File: config.mk
export PLATFORM = sky130hd
export DESIGN_NAME = ctf_frame_ctrl
export DESIGN_NICKNAME = d
export VERILOG_FILES = /design/src/rtl/ctf_pkg.sv /design/src/rtl/ctf_trig_if.sv /design/src/rtl/ctf_trig_front.sv /design/src/rtl/ctf_frame_ctrl.sv
export SDC_FILE = /design/constraint.sdc
export NUM_CORES = 2
export LEC_CHECK = 0
export BUFFER_PORTS_ARGS = -buffer_cell sky130_fd_sc_hd__buf_2
export CORE_ASPECT_RATIO = 0.9
export CORE_MARGIN = 2
export CORE_UTILIZATION = 55
export DETAILED_ROUTE_END_ITERATION = 10
export PLACE_DENSITY = 0.79
export SYNTH_ARGS = -nofsm -noshare
export SYNTH_HDL_FRONTEND = slang
export SYNTH_HIERARCHICAL = 1
export SYNTH_SLANG_ARGS = --single-unit
File: constraint.sdc
create_clock -name pclk -period 7.8 [get_ports pclk]
set_input_delay 0.78 -clock pclk [delete_from_list [all_inputs] [get_ports pclk]]
set_output_delay 0.78 -clock pclk [all_outputs]
set_load 0.01 [all_outputs]
File: src/rtl/ctf_pkg.sv
// Shared constants, register map and types for the camera trigger block.
// Functional notes
// - Free-run makes own timing, repeats exposure and output.
// - Trigger mode: exposure starts only on trigger.
// - Edge mode: exposure lasts programmed shutter time.
// - Width mode: expose while trigger stays active.
// - Sixteen stored settings stepped; mode off/bulk/sequential.
// - Bulk: one trigger, full run; sequential: one each.
// - Special: next exposure waits for output end.
// - Special active: no trigger mode, defect correction off.
// - Special source codes map to inputs, lines, software.
// - Special source and polarity separate; 0 negative.
// - Inhibit set: every trigger ignored.
// - Programmable trigger delay up to four seconds.
// - Trigger tally counts accepted, clears, wraps.
// - Image tally counts outputs, clears, wraps.
// - Width filter rejects short triggers, no output.
// - Filtered trigger starts exposure after lower limit.
// - Software trigger bypasses width filter.
// - Auto rate overlaps exposure with output.
// - Long shutter lowers frame rate.
// - Specified rate scaled by million, range checked.
// - Gain rises only after shutter reaches limit.
// - Brightness target fourteen bits, default 11264.
// - Shutter time in microseconds, 10 to 60000000.
package ctf_pkg;
  localparam int CLK_PERIOD_NS = 10;
  localparam int US_NS = 1000;
  localparam int US_CYCLES = (US_NS + CLK_PERIOD_NS - 1) / CLK_PERIOD_NS;

  localparam logic [7:0] OFS_CTRL = 8'h00;
  localparam logic [7:0] OFS_SRC = 8'h04;
  localparam logic [7:0] OFS_SHUTTER = 8'h08;
  localparam logic [7:0] OFS_DELAY = 8'h0c;
  localparam logic [7:0] OFS_WIDTH_MIN = 8'h10;
  localparam logic [7:0] OFS_RATE = 8'h14;
  localparam logic [7:0] OFS_MSC_COUNT = 8'h18;
  localparam logic [7:0] OFS_SOFT = 8'h1c;
  localparam logic [7:0] OFS_TRIG_TALLY = 8'h20;
  localparam logic [7:0] OFS_FRAME_TALLY = 8'h24;
  localparam logic [7:0] OFS_STATUS = 8'h28;
  localparam logic [7:0] OFS_TARGET = 8'h2c;
  localparam logic [7:0] OFS_READOUT = 8'h30;
  localparam logic [7:0] OFS_GAIN = 8'h34;
  localparam logic [7:0] OFS_TABLE = 8'h40;

  localparam int B_ACQ = 0;
  localparam int B_EXPSRC = 1;
  localparam int B_MSC_LO = 2;
  localparam int B_INH = 4;
  localparam int B_FILT = 5;
  localparam int B_AUTO = 6;
  localparam int B_POL = 7;
  localparam int B_MSC_POL = 8;
  localparam int B_DEFECT = 9;
  localparam int B_CGAIN = 10;
  localparam int B_CEXP = 11;
  localparam logic [11:0] CTRL_RST = 12'h040;

  localparam logic [7:0] SRC_SOFT = 8'h00;
  localparam logic [7:0] SRC_IN1 = 8'h04;
  localparam logic [7:0] SRC_IN3 = 8'h07;
  localparam logic [7:0] SRC_IN4 = 8'h0a;
  localparam logic [7:0] SRC_IN2 = 8'h0b;
  localparam logic [7:0] SRC_OR = 8'h14;
  localparam logic [7:0] SRC_CC1 = 8'h65;
  localparam logic [7:0] SRC_CC2 = 8'h66;
  localparam logic [7:0] SRC_CC3 = 8'h67;
  localparam logic [7:0] SRC_CC4 = 8'h68;
  localparam logic [7:0] SRC_RST = SRC_IN2;

  localparam logic [31:0] SHUTTER_MIN = 32'h0000000a;
  localparam logic [31:0] SHUTTER_MAX = 32'h03938700;
  localparam logic [31:0] SHUTTER_RST = 32'h00002710;
  localparam logic [31:0] DELAY_MAX = 32'h003d0900;
  localparam logic [31:0] WIDTH_MIN_LO = 32'h00000001;
  localparam logic [31:0] WIDTH_MIN_HI = 32'h001e8480;
  localparam logic [31:0] RATE_MIN = 32'h0000f424;
  localparam logic [31:0] RATE_RST = 32'h01c9c380;
  localparam logic [40:0] RATE_FULL = 41'h0e8d4a51000;
  localparam logic [31:0] TALLY_MAX = 32'h7fffffff;
  localparam logic [13:0] TARGET_RST = 14'h2c00;
  localparam logic [31:0] READOUT_RST = 32'h00002710;
  localparam logic [4:0] MSC_MAX = 5'h10;
  localparam logic [7:0] GAIN_MAX = 8'hff;

  typedef enum logic [1:0] {
    MSC_OFF = 2'h0,
    MSC_BULK = 2'h1,
    MSC_SEQ = 2'h2
  } ctf_msc_e;

  typedef enum logic [1:0] {
    TS_IDLE = 2'b00,
    TS_DELAY = 2'b01,
    TS_EXPOSE = 2'b11,
    TS_READOUT = 2'b10
  } ctf_state_e;
endpackage : ctf_pkg

File: src/rtl/ctf_trig_if.sv
// Link between the sequencer and the trigger front end.
interface ctf_trig_if;
  logic [7:0] src;
  logic pol;
  logic filt_en;
  logic [31:0] width_min;
  logic us_tick;
  logic level;
  logic fire;
  modport seq (output src, pol, filt_en, width_min, us_tick,
               input level, fire);
  modport front (input src, pol, filt_en, width_min, us_tick,
                 output level, fire);
endinterface : ctf_trig_if

File: src/rtl/ctf_trig_front.sv
// Trigger front end: pin sync, source select, polarity and width filter.
module ctf_trig_front
  import ctf_pkg::*;
(
  input wire logic pclk,
  input wire logic presetn,
  input wire logic [3:0] gpi_raw,
  input wire logic [3:0] cc_raw,
  input wire logic soft_pulse,
  ctf_trig_if.front tif
);
  logic [7:0] meta_q;
  logic [7:0] sync_q;
  logic sel_raw;
  logic act;
  logic act_q;
  logic passed_q;
  logic [31:0] wcnt_q;
  logic use_filter;

  // Pins are asynchronous; the first stage feeds only the second.
  always_ff @(posedge pclk or negedge presetn) begin
    if (!presetn) begin
      meta_q <= 8'h00;
      sync_q <= 8'h00;
    end else begin
      meta_q <= {cc_raw, gpi_raw};
      sync_q <= meta_q;
    end
  end

  always_comb begin
    case (tif.src)
      SRC_IN1: sel_raw = sync_q[0];
      SRC_IN2: sel_raw = sync_q[1];
      SRC_IN3: sel_raw = sync_q[2];
      SRC_IN4: sel_raw = sync_q[3];
      SRC_OR: sel_raw = tif.pol ? |sync_q[3:0] : &sync_q[3:0];
      SRC_CC1: sel_raw = sync_q[4];
      SRC_CC2: sel_raw = sync_q[5];
      SRC_CC3: sel_raw = sync_q[6];
      SRC_CC4: sel_raw = sync_q[7];
      default: sel_raw = 1'b0;
    endcase
  end

  // A software request is already active high; pins follow polarity.
  assign act = (tif.src == SRC_SOFT) ? soft_pulse :
               (tif.pol ? sel_raw : ~sel_raw);
  assign use_filter = tif.filt_en && (tif.src != SRC_SOFT);

  always_ff @(posedge pclk or negedge presetn) begin
    if (!presetn) begin
      act_q <= 1'b0;
      wcnt_q <= 32'h0;
      passed_q <= 1'b0;
      tif.fire <= 1'b0;
    end else begin
      act_q <= act;
      tif.fire <= 1'b0;
      if (act && !act_q) begin
        wcnt_q <= 32'h0;
        passed_q <= 1'b0;
        tif.fire <= !use_filter;
      end else if (act && use_filter && !passed_q && tif.us_tick) begin
        wcnt_q <= wcnt_q + 32'h1;
        // Pulses that end first never fire, so no frame follows.
        if (wcnt_q + 32'h1 >= tif.width_min) begin
          passed_q <= 1'b1;
          tif.fire <= 1'b1;
        end
      end
    end
  end

  always_ff @(posedge pclk or negedge presetn) begin
    if (!presetn) begin
      tif.level <= 1'b0;
    end else begin
      tif.level <= act;
    end
  end
endmodule : ctf_trig_front

File: src/rtl/ctf_frame_ctrl.sv
// Camera trigger and frame control with APB register access.
module ctf_frame_ctrl
  import ctf_pkg::*;
(
  input wire logic pclk,
  input wire logic presetn,
  input wire logic psel,
  input wire logic penable,
  input wire logic pwrite,
  input wire logic [7:0] paddr,
  input wire logic [31:0] pwdata,
  output logic [31:0] prdata,
  output logic pready,
  output logic pslverr,
  input wire logic general_input_one,
  input wire logic general_input_two,
  input wire logic general_input_three,
  input wire logic general_input_four,
  input wire logic [3:0] grabber_control,
  input wire logic [13:0] scene_level,
  output logic exposure_active,
  output logic video_active,
  output logic [3:0] setting_index,
  output logic [31:0] active_shutter_us,
  output logic defect_correction_enable,
  output logic [7:0] gain_code
);
  ctf_trig_if tif ();

  logic [11:0] ctrl_q;
  logic [7:0] src_q;
  logic [7:0] msc_src_q;
  logic [31:0] shutter_q;
  logic [31:0] delay_q;
  logic [31:0] wmin_q;
  logic [31:0] rate_q;
  logic [4:0] msc_cnt_q;
  logic [13:0] target_q;
  logic [31:0] readout_q;
  logic [31:0] table_q [16];
  logic [31:0] trig_tally_q;
  logic [31:0] frame_tally_q;
  logic [7:0] gain_q;
  logic soft_q;
  logic [6:0] div_q;
  logic us_tick_q;
  ctf_state_e state_q;
  logic [31:0] tcnt_q;
  logic [31:0] rcnt_q;
  logic rd_act_q;
  logic [3:0] idx_q;
  logic [4:0] bulk_left_q;
  logic [40:0] acc_q;
  logic fr_exp_q;
  logic fr_pend_q;

  logic wr_en;
  logic [1:0] msc_mode;
  logic msc_on;
  logic trig_mode;
  logic [31:0] cur_shutter;
  logic accept;
  logic exp_done;
  logic fr_start;
  logic fr_exp_done;
  logic rd_start;
  logic rd_done;
  logic token_ok;
  logic [63:0] rate_prod;
  logic [31:0] step;

  assign wr_en = psel && penable && pready && pwrite;
  assign msc_mode = ctrl_q[B_MSC_LO +: 2];
  assign msc_on = (msc_mode != MSC_OFF);
  assign trig_mode = ctrl_q[B_ACQ];
  assign cur_shutter = msc_on ? table_q[idx_q] : shutter_q;
  assign rate_prod = pwdata * readout_q;
  assign step = (shutter_q >> 3) + 32'h1;

  // Special triggering has its own source and polarity settings.
  assign tif.src = msc_on ? msc_src_q : src_q;
  assign tif.pol = msc_on ? ctrl_q[B_MSC_POL] : ctrl_q[B_POL];
  assign tif.filt_en = ctrl_q[B_FILT];
  assign tif.width_min = wmin_q;
  assign tif.us_tick = us_tick_q;

  ctf_trig_front u_front (
    .pclk(pclk),
    .presetn(presetn),
    .gpi_raw({general_input_four, general_input_three,
              general_input_two, general_input_one}),
    .cc_raw(grabber_control),
    .soft_pulse(soft_q),
    .tif(tif)
  );

  // One microsecond enable drives every timer.
  always_ff @(posedge pclk or negedge presetn) begin
    if (!presetn) begin
      div_q <= 7'h0;
      us_tick_q <= 1'b0;
    end else if (accept || (state_q == TS_DELAY && tcnt_q >= delay_q) ||
                 (state_q == TS_READOUT && !rd_act_q)) begin
      div_q <= 7'h0;
      us_tick_q <= 1'b0;
    end else begin
      us_tick_q <= (div_q == 7'(US_CYCLES - 1));
      div_q <= (div_q == 7'(US_CYCLES - 1)) ? 7'h0 : div_q + 7'h1;
    end
  end

  // Busy sequencer drops the request instead of queueing it.
  assign accept = (trig_mode || msc_on) && tif.fire &&
                  !ctrl_q[B_INH] && (state_q == TS_IDLE);
  assign exp_done = (state_q == TS_EXPOSE) &&
                    ((ctrl_q[B_EXPSRC] && !msc_on) ? !tif.level
                     : (us_tick_q && tcnt_q + 32'h1 >= cur_shutter));
  assign rd_done = rd_act_q && us_tick_q && (rcnt_q + 32'h1 >= readout_q);

  // With auto rate, free-run exposures run back to back and overlap the readout.
  assign token_ok = ctrl_q[B_AUTO] || (acc_q >= RATE_FULL);
  assign fr_start = !trig_mode && !msc_on && !fr_exp_q && !fr_pend_q &&
                    token_ok;
  assign fr_exp_done = fr_exp_q && us_tick_q &&
                       (tcnt_q + 32'h1 >= shutter_q);
  assign rd_start = (fr_pend_q && !rd_act_q) || exp_done;

  always_ff @(posedge pclk or negedge presetn) begin
    if (!presetn) begin
      state_q <= TS_IDLE;
      tcnt_q <= 32'h0;
      fr_exp_q <= 1'b0;
      fr_pend_q <= 1'b0;
      bulk_left_q <= 5'h0;
    end else begin
      case (state_q)
        TS_IDLE: begin
          if (fr_start) begin
            fr_exp_q <= 1'b1;
            tcnt_q <= 32'h0;
          end else if (fr_exp_done) begin
            fr_exp_q <= 1'b0;
            fr_pend_q <= 1'b1;
          end else if (fr_exp_q && us_tick_q) begin
            tcnt_q <= tcnt_q + 32'h1;
          end
          if (fr_pend_q && !rd_act_q) begin
            fr_pend_q <= fr_exp_done;
          end
          if (accept) begin
            state_q <= TS_DELAY;
            tcnt_q <= 32'h0;
            bulk_left_q <= (msc_mode == MSC_BULK) ? msc_cnt_q : 5'h1;
          end
        end
        TS_DELAY: begin
          if (tcnt_q >= delay_q) begin
            state_q <= TS_EXPOSE;
            tcnt_q <= 32'h0;
          end else if (us_tick_q) begin
            tcnt_q <= tcnt_q + 32'h1;
          end
        end
        TS_EXPOSE: begin
          if (exp_done) begin
            state_q <= TS_READOUT;
            bulk_left_q <= bulk_left_q - 5'h1;
          end else if (us_tick_q) begin
            tcnt_q <= tcnt_q + 32'h1;
          end
        end
        TS_READOUT: begin
          // Next capture of a run starts only when output has ended.
          if (!rd_act_q) begin
            tcnt_q <= 32'h0;
            state_q <= (bulk_left_q != 5'h0) ? TS_EXPOSE : TS_IDLE;
          end
        end
        default: state_q <= TS_IDLE;
      endcase
      if (trig_mode || msc_on) begin
        fr_exp_q <= 1'b0;
        fr_pend_q <= 1'b0;
      end
    end
  end

  always_ff @(posedge pclk or negedge presetn) begin
    if (!presetn) begin
      rd_act_q <= 1'b0;
      rcnt_q <= 32'h0;
    end else if (rd_start && !rd_act_q) begin
      rd_act_q <= 1'b1;
      rcnt_q <= 32'h0;
    end else if (rd_done) begin
      rd_act_q <= 1'b0;
    end else if (rd_act_q && us_tick_q) begin
      rcnt_q <= rcnt_q + 32'h1;
    end
  end

  // Rate tokens build up by the requested rate once per microsecond.
  always_ff @(posedge pclk or negedge presetn) begin
    if (!presetn) begin
      acc_q <= 41'h0;
    end else if (fr_start && !ctrl_q[B_AUTO]) begin
      acc_q <= acc_q - RATE_FULL;
    end else if (us_tick_q && acc_q < RATE_FULL) begin
      acc_q <= acc_q + {9'h0, rate_q};
    end
  end

  // The stored setting steps after each finished capture.
  always_ff @(posedge pclk or negedge presetn) begin
    if (!presetn) begin
      idx_q <= 4'h0;
    end else if (!msc_on) begin
      idx_q <= 4'h0;
    end else if (exp_done) begin
      idx_q <= ({1'b0, idx_q} + 5'h1 >= msc_cnt_q) ? 4'h0 : idx_q + 4'h1;
    end
  end

  // A count event wins over a clear in the same cycle.
  always_ff @(posedge pclk or negedge presetn) begin
    if (!presetn) begin
      trig_tally_q <= 32'h0;
    end else if (accept || fr_start) begin
      trig_tally_q <= (trig_tally_q >= TALLY_MAX) ? 32'h0
                      : trig_tally_q + 32'h1;
    end else if (wr_en && paddr == OFS_TRIG_TALLY && pwdata == 32'h0) begin
      trig_tally_q <= 32'h0;
    end
  end

  always_ff @(posedge pclk or negedge presetn) begin
    if (!presetn) begin
      frame_tally_q <= 32'h0;
    end else if (rd_done) begin
      frame_tally_q <= (frame_tally_q >= TALLY_MAX) ? 32'h0
                       : frame_tally_q + 32'h1;
    end else if (wr_en && paddr == OFS_FRAME_TALLY && pwdata == 32'h0) begin
      frame_tally_q <= 32'h0;
    end
  end

  // Configuration writes; values outside their range are refused.
  always_ff @(posedge pclk or negedge presetn) begin
    if (!presetn) begin
      ctrl_q <= CTRL_RST;
      src_q <= SRC_RST;
      msc_src_q <= SRC_RST;
      delay_q <= 32'h0;
      wmin_q <= WIDTH_MIN_LO;
      rate_q <= RATE_RST;
      msc_cnt_q <= MSC_MAX;
      target_q <= TARGET_RST;
      readout_q <= READOUT_RST;
      soft_q <= 1'b0;
    end else begin
      soft_q <= wr_en && paddr == OFS_SOFT && pwdata[0];
      if (wr_en) begin
        case (paddr)
          OFS_CTRL: begin
            ctrl_q <= pwdata[11:0];
            // With special triggering on, trigger mode cannot be entered.
            if (pwdata[B_MSC_LO +: 2] != MSC_OFF) begin
              ctrl_q[B_ACQ] <= 1'b0;
            end
            if (pwdata[B_MSC_LO +: 2] == 2'h3) begin
              ctrl_q[B_MSC_LO +: 2] <= msc_mode;
            end
          end
          OFS_SRC: begin
            src_q <= pwdata[7:0];
            msc_src_q <= pwdata[15:8];
          end
          OFS_DELAY: if (pwdata <= DELAY_MAX) delay_q <= pwdata;
          OFS_WIDTH_MIN: begin
            if (pwdata >= WIDTH_MIN_LO && pwdata <= WIDTH_MIN_HI) begin
              wmin_q <= pwdata;
            end
          end
          OFS_RATE: begin
            if (pwdata >= RATE_MIN &&
                rate_prod <= {23'h0, RATE_FULL}) begin
              rate_q <= pwdata;
            end
          end
          OFS_MSC_COUNT: begin
            if (pwdata != 32'h0 && pwdata <= {27'h0, MSC_MAX}) begin
              msc_cnt_q <= pwdata[4:0];
            end
          end
          OFS_TARGET: target_q <= pwdata[13:0];
          OFS_READOUT: if (pwdata != 32'h0) readout_q <= pwdata;
          default: ;
        endcase
      end
    end
  end

  always_ff @(posedge pclk) begin
    if (wr_en && paddr[7:6] == 2'h1 && paddr[1:0] == 2'h0 &&
        pwdata >= SHUTTER_MIN && pwdata <= SHUTTER_MAX) begin
      table_q[paddr[5:2]] <= pwdata;
    end
  end

  // Shutter shares software writes with the exposure loop.
  always_ff @(posedge pclk or negedge presetn) begin
    if (!presetn) begin
      shutter_q <= SHUTTER_RST;
      gain_q <= 8'h0;
    end else if (wr_en && paddr == OFS_SHUTTER) begin
      if (pwdata >= SHUTTER_MIN && pwdata <= SHUTTER_MAX) begin
        shutter_q <= pwdata;
      end
    end else if (wr_en && paddr == OFS_GAIN) begin
      gain_q <= pwdata[7:0];
    end else if (rd_done && scene_level < target_q) begin
      // Darkening stretches the shutter first, gain only at the limit.
      if (ctrl_q[B_CEXP] && shutter_q < SHUTTER_MAX) begin
        shutter_q <= (SHUTTER_MAX - shutter_q < step) ? SHUTTER_MAX
                     : shutter_q + step;
      end else if (ctrl_q[B_CGAIN] && gain_q < GAIN_MAX) begin
        gain_q <= gain_q + 8'h1;
      end
    end else if (rd_done && scene_level > target_q) begin
      if (ctrl_q[B_CGAIN] && gain_q != 8'h0) begin
        gain_q <= gain_q - 8'h1;
      end else if (ctrl_q[B_CEXP] && shutter_q > SHUTTER_MIN) begin
        shutter_q <= (shutter_q - SHUTTER_MIN < step) ? SHUTTER_MIN
                     : shutter_q - step;
      end
    end
  end

  // APB: data is set up in the setup phase, no wait states.
  always_ff @(posedge pclk or negedge presetn) begin
    if (!presetn) begin
      pready <= 1'b0;
      pslverr <= 1'b0;
      prdata <= 32'h0;
    end else begin
      pready <= psel && !penable;
      pslverr <= psel && !penable &&
                 (paddr[7] || paddr > OFS_GAIN && paddr < OFS_TABLE ||
                  paddr[1:0] != 2'h0);
      if (psel && !penable && !pwrite) begin
        case (paddr)
          OFS_CTRL: prdata <= {20'h0, ctrl_q};
          OFS_SRC: prdata <= {16'h0, msc_src_q, src_q};
          OFS_SHUTTER: prdata <= shutter_q;
          OFS_DELAY: prdata <= delay_q;
          OFS_WIDTH_MIN: prdata <= wmin_q;
          OFS_RATE: prdata <= rate_q;
          OFS_MSC_COUNT: prdata <= {27'h0, msc_cnt_q};
          OFS_TRIG_TALLY: prdata <= trig_tally_q;
          OFS_FRAME_TALLY: prdata <= frame_tally_q;
          OFS_STATUS: prdata <= {24'h0, idx_q, state_q, rd_act_q,
                                 fr_exp_q};
          OFS_TARGET: prdata <= {18'h0, target_q};
          OFS_READOUT: prdata <= readout_q;
          OFS_GAIN: prdata <= {24'h0, gain_q};
          default: prdata <= (paddr >= OFS_TABLE) ? table_q[paddr[5:2]]
                             : 32'h0;
        endcase
      end
    end
  end

  always_ff @(posedge pclk or negedge presetn) begin
    if (!presetn) begin
      exposure_active <= 1'b0;
      video_active <= 1'b0;
      setting_index <= 4'h0;
      active_shutter_us <= SHUTTER_RST;
      defect_correction_enable <= 1'b0;
      gain_code <= 8'h0;
    end else begin
      exposure_active <= fr_exp_q || (state_q == TS_EXPOSE);
      video_active <= rd_act_q;
      setting_index <= idx_q;
      active_shutter_us <= cur_shutter;
      defect_correction_enable <= ctrl_q[B_DEFECT] && !msc_on;
      gain_code <= gain_q;
    end
  end
endmodule : ctf_frame_ctrl

==> metrics list <==
* Async set-reset flop share out of synthesis: 51.3%
* Final setup violation count: 32
- In this design, the stage delay of the slowest critical-path cell is 0.67 ns.
- Max-capacitance violation count: 0
* Class of the tightest hold or removal check: in -> async
- After synthesis the netlist holds a flip-flop and latch count of 1051.
- TritonCTS built the clock tree.
* Clock latency on the worst-skew pair: 0.81 ns
* Area growth from synthesis to layout: 12.8%
* Final count of hold timing violations: 0
- At the end of the flow the core is filled with cells to 62.3%.
- Counting every sink on the clock net gives 1051.
- Setup repair after global routing missed its margin: yes
- For this run, the total global-route usage over all layers was measured as 39.4%.
- Worst clock skew: 0.105 ns
- Die Height: 400 µm
- The most used flip-flop cell after synthesis is sky130_fd_sc_hd__edfxtp_1.
- In this run the horizontal extent of the chip is 444 µm.
- Synth Net Count: 10.8k
* Count of synthesis-stage warnings from yosys: 6
- Setup crit end kind: flop
- After synthesis the cells add up to 0.0959 mm².
* Avg WL per Cell: 28.6 µm
- Layout cell share with drive strength beyond 1: 17.8%
- The most numerous cell type found on the critical path is sky130_fd_sc_hd__fa_1.
- Number of nets with antenna violations after routing: 0
- A synthesized cell averages 10.4 µm².
- Pin placement for this block handled 148 I/O pins.
- Entering global routing, the biggest net connects 180 pins.
- Starting Density: 55.3%
- Post-route cell area: 0.108 mm²
- Slowest CP cell: sky130_fd_sc_hd__dfstp_2
- Using the TritonRoute via totals, the vias-per-cell ratio works out to 6.54.
* Crit path max fanout: 32
- The die covers 0.178 mm².
- Clock root cell: sky130_fd_sc_hd__clkbuf_16
- The smallest clock period supported by the final layout is computed as 8.98 ns.
* Worst Hold Slack: 0.0204 ns
- The worst setup path is launched from a flop.
* Number of unique standard cell types used by synthesis: 121
* Outcome: finished, violations left
* Share of the synthesized area in the top cell type: 18.8%
- Row generation in the floorplan step produced 145 rows.
* Cell types with the highest counts after synthesis: sky130_fd_sc_hd__inv_1, sky130_fd_sc_hd__nand2_1, sky130_fd_sc_hd__fa_1, sky130_fd_sc_hd__ha_1, sky130_fd_sc_hd__edfxtp_1
- Layout net count: 11.2k
- Floorplan Core Area: 0.173 mm²
- The number of pins with negative max-slew slack in the final report is 0.
- Required time at the worst-slack endpoint: 8.41 ns
- The final reports fail on design-rule violations, negative setup slack.
- Clock-pin slew was measured on the worst setup and hold paths at 0.07 ns.
- After layout, the worst setup slack is -1.18 ns.
- Maximum achievable frequency: 111 MHz
- Critical path class: reg -> reg
- Yosys instantiated no cell more often than sky130_fd_sc_hd__inv_1.
- At the end of routability-driven placement, the weighted congestion stood at 1.04.
* Count of buffers inserted at the top-level ports: 147
- Signal arrival time at the worst endpoint: 9.58 ns
* Number of buffers on the longest clock path: 3
- Relative slew slack: 1.43%
- Estimated wirelength of the detail-placed design: 256000 µm
- Placed cell areas: 0.104 mm²
- Synthesized instance count: 9219
* Via count of the first global-routing pass: 80.6k
* Number of antenna violations at the first check in global routing: 47
- The H-tree was split into 3 levels.
* Total congestion overflow: 0
- Part of the Yosys area used for sequential elements: 30.1%
- Post-synth top area cell: sky130_fd_sc_hd__fa_1
- Number of remaining DRC errors: 5
- Router iterations before antenna repair: 11
- Iteration-0 DRC Markers: 11.1k
- Number of flops mapped to enable cells by yosys: 512
- Routed vias: 78.7k
- Counting the fill cells in the layout gives 13.3k.
* Actual transition at the worst max-transition pin: 1.44 ns
- Crit share post-route: 115%
* Cell types with the largest area share after synthesis: sky130_fd_sc_hd__fa_1, sky130_fd_sc_hd__edfxtp_1, sky130_fd_sc_hd__dfrtp_1
* Number of buffers inserted during clock tree synthesis: 104
* First-pass GRT wire length: 518000 µm
* Pre-CTS setup slack: -1.85 ns
* Post-detailed-routing wire length: 344000 µm
==> registers in the layout, indices dropped and copies added, names as in the netlist, 8 cells and up <==
name,flops
acc_q,41
active_shutter_us,32
ctrl_q,12
delay_q,32
frame_tally_q,32
gain_code,8
gain_q,8
msc_src_q,8
prdata,32
rate_q,32
rcnt_q,32
readout_q,32
shutter_q,32
src_q,8
table_q,512
target_q,14
tcnt_q,32
tif.width_min,32
trig_tally_q,32
u_front/meta_q,8
u_front/sync_q,8
u_front/wcnt_q,32
==> final cells by class <==
class / count / area (µm²) / area share (%)
Sequential cell: 1051 / 28900 / 26.7
Timing Repair Buffer: 840 / 6760 / 6.25
Inverter: 1223 / 4590 / 4.25
Multi-Input combinational cell: 6413 / 61300 / 56.7
Clock buffer: 133 / 2780 / 2.57
Clock inverter: 64 / 877 / 0.811
Tap cell: 2278 / 2850 / 2.64
Antenna cell: 25 / 62.6 / 0.0579
==> repair_timing <==
item | CTS | global route
setup buffers | 6 | 2
resized for setup | 31 | 21
pin swaps | 7 | 3
hold endpoints to repair | 0 | 0
setup endpoints to repair | 32 | 32
hold buffers | 0 | 0
==> per-layer routing <==
metal	up-vias	track usage (%)	part of all wire [%]
met5	-	0	0.088
met4	48	29.5	9.5
met3	1630	12.8	13
met2	5806	59.7	44
met1	38900	47.1	34
li1	32300	-	-
==> kinds of logic (layout without fill, tap and decap cells) <==
group	Yosys count	count (layout)	share of synthesized area, %
flops	1051	1051	30.1
simple gates	2654	2654	13.5
other cells	0	25	0
buf+inv	1755	2260	6.94
mux	493	493	9.61
xor+xnor	324	324	2.97
fa+ha+maj	1516	1516	26.8
compound gates	1426	1426	9.99
==> path summary, 6_finish.rpt <==
kind	start	end	slack, ns	depth (start not counted)
max	readout_q[9]$_DFFE_PN1P_	rate_q[12]$_DFFE_PN0P_	-1.18	28
min	presetn	active_shutter_us[20]$_DFF_PN0_	0.02	1
max reg2reg	readout_q[9]$_DFFE_PN1P_	rate_q[12]$_DFFE_PN0P_	-1.18	28
min reg2reg	u_front/meta_q[5]$_DFF_PN0_	u_front/sync_q[5]$_DFF_PN0_	0.32	0
max in group asynchronous	presetn	idx_q[1]$_DFFE_PN0P_	6.15	2
min in group pclk	grabber_control[2]	u_front/meta_q[6]$_DFF_PN0_	0.17	1
==> critical path: cells and delay by family, from the launching register on <==
family / cells / cell delay, ns
flip-flops: 1 / 0.67
adder cells (fa/ha/maj): 9 / 4.53
buffers and inverters: 6 / 0.76
multiplexers: 1 / 0.35
AND/OR/NAND/NOR: 7 / 1.47
AO/OA/AOI/OAI: 5 / 0.91
==> cells in the final DEF (no fill, tap or decap), types with 101 or more instances in the layout <==
master	netlist	final
sky130_fd_sc_hd__a21o_1	144	144
sky130_fd_sc_hd__edfxtp_1	512	512
sky130_fd_sc_hd__nand4_1	109	109
sky130_fd_sc_hd__clkbuf_16	0	105
sky130_fd_sc_hd__o21ai_0	334	326
sky130_fd_sc_hd__buf_2	31	144
sky130_fd_sc_hd__inv_1	1219	1214
sky130_fd_sc_hd__nor2_1	440	419
sky130_fd_sc_hd__dfrtp_1	502	496
sky130_fd_sc_hd__mux4_2	320	320
sky130_fd_sc_hd__nand3_1	128	127
sky130_fd_sc_hd__nand2_1	996	971
sky130_fd_sc_hd__fa_1	901	877
sky130_fd_sc_hd__a21oi_1	317	304
sky130_fd_sc_hd__ha_1	615	600
sky130_fd_sc_hd__and2_1	473	463
sky130_fd_sc_hd__xnor2_1	222	222
sky130_fd_sc_hd__xor2_1	101	101
sky130_fd_sc_hd__buf_4	2	626
==> through the flow <==
step / setup TNS, ns / instances
global placement: -57.47 / 11800
finish: -36.71 / 12000
global route: -42.02 / 12000
CTS: -32.35 / 12000
floorplan: -17.47 / 9219
detailed placement: -58.28 / 11800
Power is not shown: default switching activity piles up to over one toggle a cycle in this logic, so the estimate is an artifact.
